<file path="src/design/hdl_pkg.sv">
// Package: constants, register map and carrier types for the handler result block
package hdl_pkg;
  // Register byte offsets (APB, one aligned word each)
  localparam logic [7:0] CTRL_OFS   = 8'h00;
  localparam logic [7:0] STAT_OFS   = 8'h04;
  localparam logic [7:0] MASK_OFS   = 8'h08;
  localparam logic [7:0] STATE_OFS  = 8'h0C;
  localparam logic [7:0] HILIM_OFS  = 8'h10;
  localparam logic [7:0] LOLIM_OFS  = 8'h14;
  localparam logic [7:0] CAPOPN_OFS = 8'h18;
  localparam logic [7:0] CAPADJ_OFS = 8'h1C;
  // Control register fields
  localparam int CTRL_COMP_ON  = 0;
  localparam int CTRL_TRIG_EXT = 1;
  localparam int CTRL_SW_TRIG  = 2;
  localparam int CTRL_ERR_CLR  = 3;
  localparam int CTRL_ADDR_LSB = 8;
  localparam int ADDR_W        = 5;
  localparam logic [4:0] ADDR_MAX   = 5'h1E;
  localparam logic [4:0] ADDR_RESET = 5'h11;
  // Status / mask bit positions
  localparam int EV_W       = 4;
  localparam int EV_INDEX   = 0;
  localparam int EV_EOM     = 1;
  localparam int EV_ALARM   = 2;
  localparam int EV_IGNORED = 3;
  // Error codes that halt operation and fire the fault pulse
  localparam logic [9:0] ERR_E11  = 10'h00B;
  localparam logic [9:0] ERR_E12  = 10'h00C;
  localparam logic [9:0] ERR_E13  = 10'h00D;
  localparam logic [9:0] ERR_E14  = 10'h00E;
  localparam logic [9:0] ERR_E15  = 10'h00F;
  localparam logic [9:0] ERR_E20  = 10'h014;
  localparam logic [9:0] ERR_E313 = 10'h139;
  // Fault pulse timing
  localparam int CLK_HZ       = 10_000_000;
  localparam int FAULT_MS     = 200;
  localparam int FAULT_CYCLES = CLK_HZ / 1000 * FAULT_MS;
  // Contact limit: open * 1035/1000 + 40 (0.40 pF in 0.01 pF steps) + offset
  localparam logic [10:0] CONTACT_MUL = 11'h40B;
  localparam logic [10:0] CONTACT_DIV = 11'h3E8;
  localparam logic [15:0] CONTACT_ADD = 16'h0028;
  localparam int NCH = 4;
  // Sequencer states
  typedef enum logic [1:0] {
    HDL_IDLE = 2'b00,
    HDL_CONV = 2'b01,
    HDL_CALC = 2'b10
  } hdl_state_e;
  // One channel's converted reading and probe capacitance
  typedef struct packed {
    logic [15:0] value;
    logic [15:0] cap;
  } hdl_samp_s;
  // One channel's judgment (active high inside the block)
  typedef struct packed {
    logic hi;
    logic pass;
    logic lo;
    logic no_touch;
  } hdl_chan_s;
endpackage : hdl_pkg

</file>
<file path="src/design/hdl_judge.sv">
// Per-channel limit comparison and contact judgment
`timescale 1ns/1ps
`default_nettype none
module hdl_judge (
  input  wire hdl_pkg::hdl_samp_s samp,
  input  wire logic [15:0]        hi_lim,
  input  wire logic [15:0]        lo_lim,
  input  wire logic [15:0]        cap_open,
  input  wire logic [15:0]        cap_adj,
  output hdl_pkg::hdl_chan_s      judge
);
  // Scaled terms; multiplying instead of dividing keeps the compare exact
  logic [27:0] cap_scaled;
  logic [27:0] lim_scaled;
  assign cap_scaled = 28'(samp.cap) * 28'(hdl_pkg::CONTACT_DIV);
  assign lim_scaled = 28'(cap_open) * 28'(hdl_pkg::CONTACT_MUL)
                    + (28'(hdl_pkg::CONTACT_ADD) + 28'(cap_adj)) * 28'(hdl_pkg::CONTACT_DIV);
  // Exactly one of high, pass, low
  assign judge.hi       = samp.value > hi_lim;
  assign judge.lo       = (samp.value < lo_lim) && !(samp.value > hi_lim);
  assign judge.pass     = !(samp.value > hi_lim) && !(samp.value < lo_lim);
  // Contact only above the limit
  assign judge.no_touch = !(cap_scaled > lim_scaled);
endmodule : hdl_judge
`default_nettype wire

</file>
<file path="src/design/hdl_pulse.sv">
// Retriggerable one-shot of fixed length
`timescale 1ns/1ps
`default_nettype none
module hdl_pulse #(
  parameter int CYCLES = 2_000_000
) (
  input  wire logic pclk,
  input  wire logic presetn,
  input  wire logic fire,
  output logic      busy
);
  localparam int CW = $clog2(CYCLES + 1);
  logic [CW-1:0] left;  // Cycles still to run
  // Load on fire, count down to zero; busy follows the count
  always_ff @(posedge pclk or negedge presetn)
  begin
    if (!presetn)
    begin
      left <= '0;
      busy <= 1'b0;
    end
    else if (fire)
    begin
      left <= CW'(CYCLES - 1);
      busy <= 1'b1;
    end
    else if (left != '0)
      left <= left - CW'(1);
    else
      busy <= 1'b0;
  end
endmodule : hdl_pulse
`default_nettype wire

</file>
<file path="src/design/hdl_top.sv">
// Handler result signalling: sequencer, judgment outputs, fault pulse, APB registers
`timescale 1ns/1ps
`default_nettype none
module hdl_top #(
  parameter int FAULT_CYCLES = hdl_pkg::FAULT_CYCLES
) (
  input  wire logic               pclk,
  input  wire logic               presetn,
  // APB slave
  input  wire logic               psel,
  input  wire logic               penable,
  input  wire logic               pwrite,
  input  wire logic [7:0]         paddr,
  input  wire logic [31:0]        pwdata,
  output logic [31:0]             prdata,
  output logic                    pready,
  output logic                    pslverr,
  output logic                    irq,
  // Handler port, all active low
  input  wire logic               handler_start_n,
  input  wire logic               panel_freeze_n,
  output logic [3:0]              over_limit_n,
  output logic [3:0]              pass_n,
  output logic [3:0]              under_limit_n,
  output logic [3:0]              no_touch_n,
  output logic                    analog_done_n,
  output logic                    result_valid_n,
  output logic                    fault_n,
  // Converter side
  output logic                    conv_start,
  output logic [1:0]              conv_chan,
  input  wire logic               conv_done,
  input  wire hdl_pkg::hdl_samp_s conv_samp,
  // Instrument events and state
  input  wire logic               power_fail,
  input  wire logic               err_valid,
  input  wire logic [9:0]         err_code,
  output logic                    keys_disabled,
  output logic [4:0]              bus_addr
);
  // Software state
  logic                    comp_on;     // Comparator function enabled
  logic                    trig_ext;    // External trigger mode
  logic [15:0]             hi_lim;      // Upper limit
  logic [15:0]             lo_lim;      // Lower limit
  logic [15:0]             cap_open;    // Open-state capacitance
  logic [15:0]             cap_adj;     // User contact offset
  logic [3:0]              stat;        // Sticky events
  logic [3:0]              mask;        // Interrupt mask
  // Sequencer state
  hdl_pkg::hdl_state_e     state;
  logic [1:0]              chan;        // Channel being converted
  logic                    halted;      // Stopped by an error
  logic                    start_prev;  // Trigger pin last cycle
  hdl_pkg::hdl_chan_s [3:0] held;       // Judgments of the running cycle
  hdl_pkg::hdl_chan_s      judge;
  logic                    fault_busy;
  // Bus decode
  logic                    wr_acc;
  logic                    rd_acc;
  logic                    sw_trig;
  logic                    err_clr;
  logic                    err_hit;
  logic                    start_edge;
  logic                    trig;
  logic                    ev_index;
  logic                    ev_eom;
  logic                    ev_ignored;
  logic [3:0]              ev_all;

  assign wr_acc  = psel && penable && pready && pwrite;
  assign rd_acc  = psel && penable && pready && !pwrite;
  assign sw_trig = wr_acc && (paddr == hdl_pkg::CTRL_OFS) && pwdata[hdl_pkg::CTRL_SW_TRIG];
  assign err_clr = wr_acc && (paddr == hdl_pkg::CTRL_OFS) && pwdata[hdl_pkg::CTRL_ERR_CLR];

  // Listed error codes halt the sequencer and fire the fault pulse
  assign err_hit = err_valid && ((err_code == hdl_pkg::ERR_E11) || (err_code == hdl_pkg::ERR_E12)
                || (err_code == hdl_pkg::ERR_E13) || (err_code == hdl_pkg::ERR_E14)
                || (err_code == hdl_pkg::ERR_E15) || (err_code == hdl_pkg::ERR_E20)
                || (err_code == hdl_pkg::ERR_E313));

  // Pin rising edge in external mode; pins are already synchronous
  assign start_edge = trig_ext && handler_start_n && !start_prev;
  // No trigger while halted or with the comparator off
  assign trig       = (start_edge || sw_trig) && !halted && comp_on && !err_hit
                   && (state == hdl_pkg::HDL_IDLE);
  assign ev_ignored = start_edge && halted;
  assign ev_index   = (state == hdl_pkg::HDL_CONV) && conv_done && (chan == 2'(hdl_pkg::NCH - 1)) && !err_hit;
  assign ev_eom     = (state == hdl_pkg::HDL_CALC) && !err_hit;
  assign ev_all     = {ev_ignored, err_hit || power_fail, ev_eom, ev_index};

  // Judgment of the channel now delivering data
  hdl_judge u_judge (
    .samp     (conv_samp),
    .hi_lim   (hi_lim),
    .lo_lim   (lo_lim),
    .cap_open (cap_open),
    .cap_adj  (cap_adj),
    .judge    (judge)
  );

  // Fixed-length fault pulse
  hdl_pulse #(
    .CYCLES (FAULT_CYCLES)
  ) u_fault (
    .pclk    (pclk),
    .presetn (presetn),
    .fire    (power_fail || err_hit),
    .busy    (fault_busy)
  );

  // Trigger pin history; reset to idle-high
  always_ff @(posedge pclk or negedge presetn)
  begin
    if (!presetn)
      start_prev <= 1'b1;
    else
      start_prev <= handler_start_n;
  end

  // Halt flag: an error stops operation until software clears it
  always_ff @(posedge pclk or negedge presetn)
  begin
    if (!presetn)
      halted <= 1'b0;
    else if (err_hit)
      halted <= 1'b1;
    else if (err_clr)
      halted <= 1'b0;
  end

  // Four-channel sequencer; a failed contact does not abort it
  always_ff @(posedge pclk or negedge presetn)
  begin
    if (!presetn)
    begin
      state      <= hdl_pkg::HDL_IDLE;
      chan       <= 2'h0;
      conv_start <= 1'b0;
      held       <= '0;
    end
    else if (err_hit)
    begin
      // Abandon the cycle; outputs keep their last values
      state      <= hdl_pkg::HDL_IDLE;
      conv_start <= 1'b0;
    end
    else
    begin
      conv_start <= 1'b0;
      case (state)
        hdl_pkg::HDL_IDLE:
        begin
          if (trig)
          begin
            state      <= hdl_pkg::HDL_CONV;
            chan       <= 2'h0;
            conv_start <= 1'b1;
          end
        end
        hdl_pkg::HDL_CONV:
        begin
          if (conv_done)
          begin
            held[chan] <= judge;
            if (chan == 2'(hdl_pkg::NCH - 1))
              state <= hdl_pkg::HDL_CALC;
            else
            begin
              chan       <= chan + 2'h1;
              conv_start <= 1'b1;
            end
          end
        end
        hdl_pkg::HDL_CALC:
          state <= hdl_pkg::HDL_IDLE;
        default:
          state <= hdl_pkg::HDL_IDLE;
      endcase
    end
  end

  // Converter channel select follows the sequencer
  assign conv_chan = chan;

  // Done and valid: cleared at cycle start, index before eom
  // Gated off (high) with the comparator off; frozen while halted
  always_ff @(posedge pclk or negedge presetn)
  begin
    if (!presetn)
    begin
      analog_done_n  <= 1'b1;
      result_valid_n <= 1'b1;
    end
    else if (!comp_on)
    begin
      analog_done_n  <= 1'b1;
      result_valid_n <= 1'b1;
    end
    else if (trig)
    begin
      analog_done_n  <= 1'b1;
      result_valid_n <= 1'b1;
    end
    else
    begin
      if (ev_index)
        analog_done_n <= 1'b0;
      // Valid only after every judgment has been stored
      if (ev_eom)
        result_valid_n <= 1'b0;
    end
  end

  // Judgment pins, active low, loaded with result-valid
  always_ff @(posedge pclk or negedge presetn)
  begin
    if (!presetn)
    begin
      over_limit_n  <= 4'hF;
      pass_n        <= 4'hF;
      under_limit_n <= 4'hF;
      no_touch_n    <= 4'hF;
    end
    else if (!comp_on)
    begin
      over_limit_n  <= 4'hF;
      pass_n        <= 4'hF;
      under_limit_n <= 4'hF;
      no_touch_n    <= 4'hF;
    end
    else if (ev_eom)
    begin
      for (int i = 0; i < hdl_pkg::NCH; i++)
      begin
        over_limit_n[i]  <= !held[i].hi;
        pass_n[i]        <= !held[i].pass;
        under_limit_n[i] <= !held[i].lo;
        no_touch_n[i]    <= !held[i].no_touch;
      end
    end
  end

  // Fault pin and panel lockout
  always_ff @(posedge pclk or negedge presetn)
  begin
    if (!presetn)
    begin
      fault_n       <= 1'b1;
      keys_disabled <= 1'b0;
    end
    else
    begin
      fault_n       <= !(fault_busy && comp_on);
      keys_disabled <= !panel_freeze_n;
    end
  end

  // Control and limit registers; an address above 30 is refused
  always_ff @(posedge pclk or negedge presetn)
  begin
    if (!presetn)
    begin
      comp_on  <= 1'b0;
      trig_ext <= 1'b0;
      bus_addr <= hdl_pkg::ADDR_RESET;
      hi_lim   <= 16'hFFFF;
      lo_lim   <= 16'h0000;
      cap_open <= 16'h0000;
      cap_adj  <= 16'h0000;
      mask     <= 4'h0;
    end
    else if (wr_acc)
    begin
      if (paddr == hdl_pkg::CTRL_OFS)
      begin
        comp_on  <= pwdata[hdl_pkg::CTRL_COMP_ON];
        trig_ext <= pwdata[hdl_pkg::CTRL_TRIG_EXT];
        if (pwdata[hdl_pkg::CTRL_ADDR_LSB +: hdl_pkg::ADDR_W] <= hdl_pkg::ADDR_MAX)
          bus_addr <= pwdata[hdl_pkg::CTRL_ADDR_LSB +: hdl_pkg::ADDR_W];
      end
      else if (paddr == hdl_pkg::MASK_OFS)
        mask <= pwdata[hdl_pkg::EV_W-1:0];
      else if (paddr == hdl_pkg::HILIM_OFS)
        hi_lim <= pwdata[15:0];
      else if (paddr == hdl_pkg::LOLIM_OFS)
        lo_lim <= pwdata[15:0];
      else if (paddr == hdl_pkg::CAPOPN_OFS)
        cap_open <= pwdata[15:0];
      else if (paddr == hdl_pkg::CAPADJ_OFS)
        cap_adj <= pwdata[15:0];
    end
  end

  // Sticky events; a read clears them but a same-cycle event survives
  always_ff @(posedge pclk or negedge presetn)
  begin
    if (!presetn)
      stat <= 4'h0;
    else if (rd_acc && (paddr == hdl_pkg::STAT_OFS))
      stat <= ev_all;
    else
      stat <= stat | ev_all;
  end

  // Interrupt line from unmasked sticky bits
  always_ff @(posedge pclk or negedge presetn)
  begin
    if (!presetn)
      irq <= 1'b0;
    else
      irq <= |(stat & mask);
  end

  // APB answer: one access cycle, registered data and error
  always_ff @(posedge pclk or negedge presetn)
  begin
    if (!presetn)
    begin
      pready  <= 1'b0;
      pslverr <= 1'b0;
      prdata  <= 32'h0000_0000;
    end
    else
    begin
      pready  <= psel && !penable;
      pslverr <= 1'b0;
      prdata  <= 32'h0000_0000;
      if (psel && !penable)
      begin
        if (paddr == hdl_pkg::CTRL_OFS)
          prdata <= {19'h0_0000, bus_addr, 6'h00, trig_ext, comp_on};
        else if (paddr == hdl_pkg::STAT_OFS)
          prdata <= {28'h000_0000, stat | ev_all};
        else if (paddr == hdl_pkg::MASK_OFS)
          prdata <= {28'h000_0000, mask};
        else if (paddr == hdl_pkg::STATE_OFS)
          prdata <= {24'h00_0000, keys_disabled, halted, chan, 2'h0, state};
        else if (paddr == hdl_pkg::HILIM_OFS)
          prdata <= {16'h0000, hi_lim};
        else if (paddr == hdl_pkg::LOLIM_OFS)
          prdata <= {16'h0000, lo_lim};
        else if (paddr == hdl_pkg::CAPOPN_OFS)
          prdata <= {16'h0000, cap_open};
        else if (paddr == hdl_pkg::CAPADJ_OFS)
          prdata <= {16'h0000, cap_adj};
        else
          pslverr <= 1'b1;
      end
    end
  end

  // Cycle counter for the fault pulse length check
  logic [31:0] low_run;
  always_ff @(posedge pclk or negedge presetn)
  begin
    if (!presetn)
      low_run <= 32'h0000_0000;
    else
      low_run <= fault_n ? 32'h0000_0000 : low_run + 32'h0000_0001;
  end

  fault_fires_a: assert property (@(posedge pclk) disable iff (!presetn)
    (comp_on && err_hit) |=> ##1 !fault_n) else $error("fault pin missed an error");
  fault_length_a: assert property (@(posedge pclk) disable iff (!presetn)
    low_run <= 32'(FAULT_CYCLES)) else $error("fault pulse too long");
  done_before_valid_a: assert property (@(posedge pclk) disable iff (!presetn)
    !result_valid_n |-> !analog_done_n) else $error("valid without done");
  index_sets_a: assert property (@(posedge pclk) disable iff (!presetn)
    (ev_index && comp_on) |=> !analog_done_n) else $error("done not asserted");
  valid_cause_a: assert property (@(posedge pclk) disable iff (!presetn)
    $fell(result_valid_n) |-> $past(state) == hdl_pkg::HDL_CALC) else $error("valid without calc");
  one_of_three_a: assert property (@(posedge pclk) disable iff (!presetn)
    (!result_valid_n) |-> ((~over_limit_n) ^ (~pass_n) ^ (~under_limit_n)) == 4'hF)
    else $error("judgment not one-hot");
  halt_freeze_a: assert property (@(posedge pclk) disable iff (!presetn)
    (halted && comp_on && $past(comp_on)) |-> $stable(pass_n) && $stable(result_valid_n))
    else $error("outputs moved while halted");
  halt_ignore_a: assert property (@(posedge pclk) disable iff (!presetn)
    halted |-> !trig) else $error("trigger taken while halted");
  comp_off_a: assert property (@(posedge pclk) disable iff (!presetn)
    !$past(comp_on) |-> (result_valid_n && analog_done_n && pass_n == 4'hF)) else $error("output while off");
  addr_range_a: assert property (@(posedge pclk) disable iff (!presetn)
    bus_addr <= hdl_pkg::ADDR_MAX) else $error("bus address above 30");
  four_chan_a: assert property (@(posedge pclk) disable iff (!presetn)
    (state == hdl_pkg::HDL_CALC) |-> chan == 2'(hdl_pkg::NCH - 1)) else $error("channel sweep short");
  full_cycle_c: cover property (@(posedge pclk) disable iff (!presetn) $fell(result_valid_n));
  fault_c: cover property (@(posedge pclk) disable iff (!presetn) $fell(fault_n));
  ignored_c: cover property (@(posedge pclk) disable iff (!presetn) ev_ignored);
endmodule : hdl_top
`default_nettype wire

</file>
<file path="config.mk">
export PLATFORM = sky130hd
export DESIGN_NAME = hdl_top
export DESIGN_NICKNAME = d
export VERILOG_FILES = /design/src/design/hdl_pkg.sv /design/src/design/hdl_judge.sv /design/src/design/hdl_pulse.sv /design/src/design/hdl_top.sv
export SDC_FILE = /design/constraint.sdc
export NUM_CORES = 1
export LEC_CHECK = 0
export BUFFER_PORTS_ARGS = -buffer_cell sky130_fd_sc_hd__buf_2
export CAP_MARGIN = 20
export CORE_MARGIN = 3
export CORE_UTILIZATION = 55
export CTS_CLUSTER_SIZE = 25
export DETAILED_ROUTE_END_ITERATION = 7
export PLACE_DENSITY_LB_ADDON = 0.25
export SLEW_MARGIN = 0
export SYNTH_ARGS = -nofsm -noshare
export SYNTH_HDL_FRONTEND = slang
export SYNTH_SLANG_ARGS = --single-unit
export TNS_END_PERCENT = 1
</file>
<file path="constraint.sdc">
create_clock -name pclk -period 8.6 [get_ports pclk]
set_input_delay 0.86 -clock pclk [delete_from_list [all_inputs] [get_ports pclk]]
set_output_delay 0.86 -clock pclk [all_outputs]
set_load 0.01 [all_outputs]
</file>
==> results of run 1 <==
## routing by layer
layer  part of all wire  wire length [um]  global-route usage  up-vias
li1                   -                 -                   -     6386
met1               0.44             17350              0.3329     6428
met2               0.49             19150              0.3999      336
met3              0.051              1992             0.04006       74
met4              0.024               938             0.05789        0
met5                  0                 0                   0        -
## worst max-delay path by stage
stage | endpoint | cells after the start | slack [ps]
finish | held[8]$_DFFE_PN0P_ | 41 | -260
global route | held[8]$_DFFE_PN0P_ | 42 | -700
CTS | held[4]$_DFFE_PN0P_ | 41 | -350
detailed placement | held[8]$_DFFE_PN0P_ | 42 | -520
global placement | held[8]$_DFFE_PN0P_ | 41 | -330
floorplan | held[4]$_DFFE_PN0P_ | 40 | 10
## power by group through the flow
| stage | logic, mW | registers, mW | clock network (mW) |
|---|---|---|---|
| CTS | 2.25 | 0.836 | 0.786 |
| floorplan | 1.61 | 0.839 | 0 |
| finish | 2.48 | 0.837 | 0.781 |
| global route | 2.80 | 0.841 | 0.820 |
| detailed placement | 2.17 | 0.849 | 0 |
| global placement | 2.09 | 0.848 | 0 |
## worst reg2reg max path: cells and delay by family, from the launching register on
family | cells | cell delay (ps)
fa+ha+maj | 12 | 4630
compound gates | 14 | 1900
simple gates | 5 | 990
flops | 1 | 480
buf+inv | 8 | 470
xor+xnor | 2 | 290
## logic make-up (layout without fill, tap and decap cells)
| group | after synthesis | after routing | synth area share |
|---|---|---|---|
| AND/OR/NAND/NOR | 403 | 403 | 0.1191 |
| adder cells (fa/ha/maj) | 386 | 386 | 0.3490 |
| buffers and inverters | 339 | 557 | 0.07954 |
| AO/OA/AOI/OAI | 338 | 338 | 0.1299 |
| flip-flops | 163 | 163 | 0.2433 |
| XOR/XNOR | 81 | 81 | 0.04184 |
| multiplexers | 48 | 48 | 0.03704 |
| other | 1 | 16 | 0.0002211 |
## repair_timing
action                                  in CTS  in global routing
pin swaps                                   25                 68
gates resized for setup                     17                 69
hold buffers                                 0                  0
endpoints found under the setup margin       4                  4
cloned                                       0                  0
buffers inserted                             9                  8
## flip-flops by register name (all words and copies together), names as in the netlist, 5 cells and up
signal,cells
prdata,16
held,16
bus_addr,5
cap_adj,16
cap_open,16
lo_lim,16
u_fault.left,21
hi_lim,16
## through the flow
stage / std cells / setup TNS, ps / util / hold slack (ps) / total power [mW]
2_1_floorplan: 1774 / 0 / - / 375.2 / 2.446
6_report: 2382 / -936.4 / 0.6623 / 399.3 / 4.094
3_3_place_gp: 2335 / -1278 / 0.6255 / 388.4 / 2.938
3_5_place_dp: 2335 / -2014 / 0.6255 / 391.9 / 3.019
5_1_grt: 2382 / -2720 / 0.6623 / 423.9 / 4.463
4_1_cts: 2374 / -1366 / 0.6507 / 400.4 / 3.871
## area by class of cell
cell class,count,share of cell area
multi-input combinational,1272,0.6061
sequential,163,0.2077
timing repair buffer,238,0.07744
inverter,287,0.05416
tap,390,0.02453
clock buffer,18,0.02158
clock inverter,14,0.008493
## layout by cell type (no fill, tap or decap), types with 25 or more instances in the layout
cell type and count:
ha_1 224, a21oi_1 58, dfrtp_1 122, buf_4 111, xnor2_1 49, xor2_1 25, inv_1 274, nor3_1 26
dfstp_2 38, a21o_1 38, nand3_1 30, mux2_2 35, o21ai_0 70, fa_1 145, nor2_1 69, buf_2 121
nand2_1 146
==> impl_metrics.json, run 1 <==
{
  "status": "finished with violations",
  "failed_checks": "setup timing",
  "critical_path.slowest_cell": "fa_1",
  "setup_ws_ps": -262.2,
  "start_util": 0.5646,
  "cap_violations": 0,
  "ir_drop_mv": 0.2539,
  "max_freq_mhz": 112.8,
  "grt_pass1_wl_um": 65530,
  "crit_family": "adder cells",
  "synthArstFlopShare": 1.000,
  "dpl_cell_area_um2": 18790,
  "synth_common_cells": "287 x inv_1, 241 x ha_1, 147 x nand2_1",
  "tightestPinTransition_ps": 1107,
  "hpwl_um": 31440,
  "yosysTopAreaCell": "dfrtp_1",
  "critPathCaptureType": "flop",
  "coreArea_um2": 30030,
  "multi_input_area_um2": 12060,
  "vias_per_cell": 5.552,
  "clk_latency_ps": 440,
  "final-setup-viol-count": 4,
  "wl_per_cell_um": 16.55,
  "synth_seq_area_share": 0.2433,
  "synth_edf_count": 0,
  "reg2regPathDepth": 41,
  "antenna_found_initial": 1,
  "ys.flop_type": "dfrtp_1",
  "cp_common_cell": "fa_1",
  "r2r_slack_ps": -260,
  "synth.distinct_cells": 81,
  "die_y_um": 181.6,
  "synth_area_per_cell_um2": 9.640,
  "netlist_area_um2": 16960,
  "min_path_type": "flop to flop",
  "cts-root-buf": "clkbuf_16",
  "clockBufferDepth": 2,
  "critPathKind": "flop to flop",
  "grt_max_degree": 103,
  "ff_latch_area_um2": 4130,
  "period_needed_ps": 8862,
  "cp.required_ps": 8960,
  "place_ws_ps": -517.2,
  "hold_end": "fault_n$_DFF_PN1_",
  "finalCritPeriodShare": 1.030,
  "synth_cells": 1759,
  "post_route_cells_drive_above_1_share": 0.2289,
  "rsz0062_at_grt": "yes",
  "yosys_warnings": 0,
  "reg2reg_to": "held[8]$_DFFE_PN0P_",
  "cts.sinks": 163,
  "crit_path_start": "cap_adj[4]$_DFFE_PN0P_",
  "numPortBuffers": 122,
  "cts_tree": "built",
  "grt_usage": 0.2410,
  "p_clk_frac": 0.191,
  "power.density_nw_per_um2": 205.8,
  "drc": 0,
  "ys_ff_latch": 163,
  "grt_pass1_vias": 13290,
  "overflow": 0,
  "worstHoldStart": "u_fault.busy$_DFFE_PN0P_",
  "syn_to_final_growth_pct": 17.29,
  "drt-pass1-iter-count": 7,
  "p_seq_frac": 0.204,
  "first_iter_violations": 836,
  "hold_viol": 0,
  "holdPathStages": 1,
  "pwr-share-comb": 0.605,
  "io_pins": 155,
  "slew_headroom": 0.2554,
  "cts_buffers": 17,
  "synth_top_area_share": 0.1845,
  "switching_share": 0.4124,
  "leakagePower_nw": 10.33,
  "n_antenna_cell": 0,
  "ant_nets": 0,
  "n_fill_cell": 2295,
  "die-area_um2": 32970,
  "rr_startpoint": "cap_adj[4]$_DFFE_PN0P_",
  "finalInstanceArea_um2": 19890,
  "gp_congestion": 0.8618,
  "final_max_slew_viol_count": 0,
  "vias": 13224,
  "cpPeakStageDelay_ps": 530,
  "nets": 2457,
  "cp-start-kind": "flop",
  "cp_num_buf_inv": 8,
  "worst_clock_skew_ps": 12.70,
  "clk_pin_slew_ps": 70,
  "crit_fanout": 4,
  "power_switching_mw": 1.688,
  "die_x_um": 181.6,
  "internal_power_mw": 2.406,
  "synth_most_common_cell": "inv_1",
  "wirelength_um": 39430,
  "cp.arrival_ps": 9220,
  "row_count": 63,
  "htreeDepth": 4,
  "ys_top_cells_by_area": "dfrtp_1 18%, ha_1 18%, fa_1 17%"
}
Note: power is estimated with default switching activity, not from simulation.
==> run 2: changes to the inputs <==
Settings changed: RECOVER_POWER from default to 50.
==> run 2 against run 1 <==
The flow finishes with violations (capacitance limit, slew limit, setup timing); core utilization shrank 0.22 points; critical path depth is the same; via count is essentially flat; design area shrank 0.33%; first-iteration DRC count grew 5.0%; sequential cell count is the same; maximum frequency is essentially flat; critical path type unchanged; critical endpoint unchanged.
==> impl_metrics.json, run 2 (synthesis gave the netlist of run 1 again) <==
{
  "ff_latch_area_um2": 4130,
  "layout_common_cells": "274 x inv_1, 224 x ha_1, 146 x nand2_1",
  "syn_to_final_growth_pct": 16.90,
  "die_y_um": 181.6,
  "drc": 0,
  "cpPeakStageDelay_ps": 530,
  "cp-start-kind": "flop",
  "wirelength_um": 39570,
  "status": "finished with violations",
  "setup_ws_ps": -269.3,
  "final-setup-viol-count": 4,
  "grt_pass1_wl_um": 65530,
  "p_clk_frac": 0.191,
  "start_util": 0.5646,
  "leakagePower_nw": 10.19,
  "drt-pass1-iter-count": 8,
  "slew_headroom": -2.538,
  "cts_tree": "built",
  "timing.hold.ws_ps": 399.5,
  "coreArea_um2": 30030,
  "reg2regPathDepth": 41,
  "hold_end": "fault_n$_DFF_PN1_",
  "gp_congestion": 0.8618,
  "cp.arrival_ps": 9230,
  "ant_nets": 0,
  "regMostFlops": "u_fault.left",
  "critPathKind": "flop to flop",
  "tightestPinTransition_ps": 5307,
  "grt_usage": 0.2410,
  "place_ws_ps": -517.2,
  "final_cell_count_no_fill": 2382,
  "critical_path.slowest_cell": "fa_1",
  "switching_share": 0.4130,
  "cts-root-buf": "clkbuf_16",
  "hold_viol": 0,
  "holdPathStages": 1,
  "grt_pass1_vias": 13290,
  "antenna_found_initial": 1,
  "rsz0062_at_grt": "yes",
  "nets": 2457,
  "post_route_cells_drive_above_1_share": 0.2048,
  "rr_startpoint": "cap_adj[4]$_DFFE_PN0P_",
  "crit_fanout": 4,
  "power.density_nw_per_um2": 206.6,
  "grt_max_degree": 103,
  "die_x_um": 181.6,
  "min_path_type": "flop to flop",
  "max_freq_mhz": 112.7,
  "cts_hold_buf": 0,
  "dpl.cell_count": 2335,
  "r2r_slack_ps": -270,
  "failed_checks": "capacitance limit, slew limit, setup timing",
  "cts.sinks": 163,
  "ir_drop_mv": 0.2540,
  "worstHoldStart": "u_fault.busy$_DFFE_PN0P_",
  "wl_per_cell_um": 16.61,
  "clk_latency_ps": 440,
  "vias": 13234,
  "cts_buffers": 17,
  "critPathCaptureType": "flop",
  "clk_pin_slew_ps": 70,
  "die-area_um2": 32970,
  "p_seq_frac": 0.204,
  "cap_violations": 2,
  "internal_power_mw": 2.403,
  "n_antenna_cell": 0,
  "final_max_slew_viol_count": 166,
  "dpl_cell_area_um2": 18790,
  "row_count": 63,
  "finalSetupTns_ps": -968.5,
  "cp_common_cell": "fa_1",
  "hpwl_um": 31440,
  "largest_reg_flops": 21,
  "overflow": 0,
  "multi_input_area_um2": 12050,
  "io_pins": 155,
  "utilization": 0.6600,
  "worst_clock_skew_ps": 13.33,
  "power_mw": 4.094,
  "n_fill_cell": 2319,
  "cp.required_ps": 8960,
  "finalCritPeriodShare": 1.031,
  "power_switching_mw": 1.691,
  "finalInstanceArea_um2": 19820,
  "pwr-share-comb": 0.604,
  "htreeDepth": 4,
  "period_needed_ps": 8869,
  "first_iter_violations": 878,
  "clockBufferDepth": 2,
  "vias_per_cell": 5.556,
  "numPortBuffers": 122,
  "layout_commonest_cell": "inv_1",
  "reg2reg_to": "held[8]$_DFFE_PN0P_"
}
==> run 2: cell types whose count changed in the layout (fill, tap and decap cells not counted), sizes merged <==
cell,delta
buf,-45
clkbuf,+45
==> run 2: routing by layer <==
layer  vias to the layer above  routed length, um  global-route usage
met4                         0                920             0.05789
met2                       353              19230              0.3999
met3                        71               2050             0.04006
li1                       6392                  -                   -
met1                      6418              17360              0.3329
met5                         -                  0                   0
==> run 2: what timing repair did <==
item                       CTS  global route
gates resized for setup     17            69
gates cloned                 0             0
setup buffers                9             8
pin swaps                   25            68
setup endpoints to repair    4             4
==> run 2: critical path, delay by kind of cell (launching register included) <==
family          cells  cell delay, ps
compound gates     14            1900
simple gates        5             990
flops               1             480
xor+xnor            2             290
fa+ha+maj          12            4630
buf+inv             8             470
==> run 2: area by class of cell <==
| cell class | instances | area share |
|---|---|---|
| clock buffers | 18 | 0.02165 |
| clock inverters | 14 | 0.008521 |
| inverters | 287 | 0.05435 |
| multi-input cells | 1272 | 0.6080 |
| flip-flops and latches | 163 | 0.2084 |
| well taps | 390 | 0.02462 |
| repair buffers | 238 | 0.07448 |
==> run 2: how the worst max path moves through the flow <==
| stage | startpoint | endpoint | slack, ps | cells past startpoint |
|---|---|---|---|---|
| after global placement | cap_adj[4]$_DFFE_PN0P_ | held[8]$_DFFE_PN0P_ | -330 | 41 |
| after detailed placement | cap_adj[4]$_DFFE_PN0P_ | held[8]$_DFFE_PN0P_ | -520 | 42 |
| after floorplan | cap_adj[4]$_DFFE_PN0P_ | held[4]$_DFFE_PN0P_ | 10 | 40 |
| after CTS | cap_adj[4]$_DFFE_PN0P_ | held[4]$_DFFE_PN0P_ | -350 | 41 |
| final | cap_adj[4]$_DFFE_PN0P_ | held[8]$_DFFE_PN0P_ | -270 | 41 |
| after global routing | cap_adj[4]$_DFFE_PN0P_ | held[8]$_DFFE_PN0P_ | -700 | 42 |
==> run 2: power by group through the flow <==
stage	Clock, mW	Combinational, mW	Sequential [mW]
floorplan	0	1.61	0.839
global placement	0	2.09	0.848
detailed placement	0	2.17	0.849
CTS	0.786	2.25	0.836
global route	0.820	2.80	0.841
finish	0.783	2.47	0.837
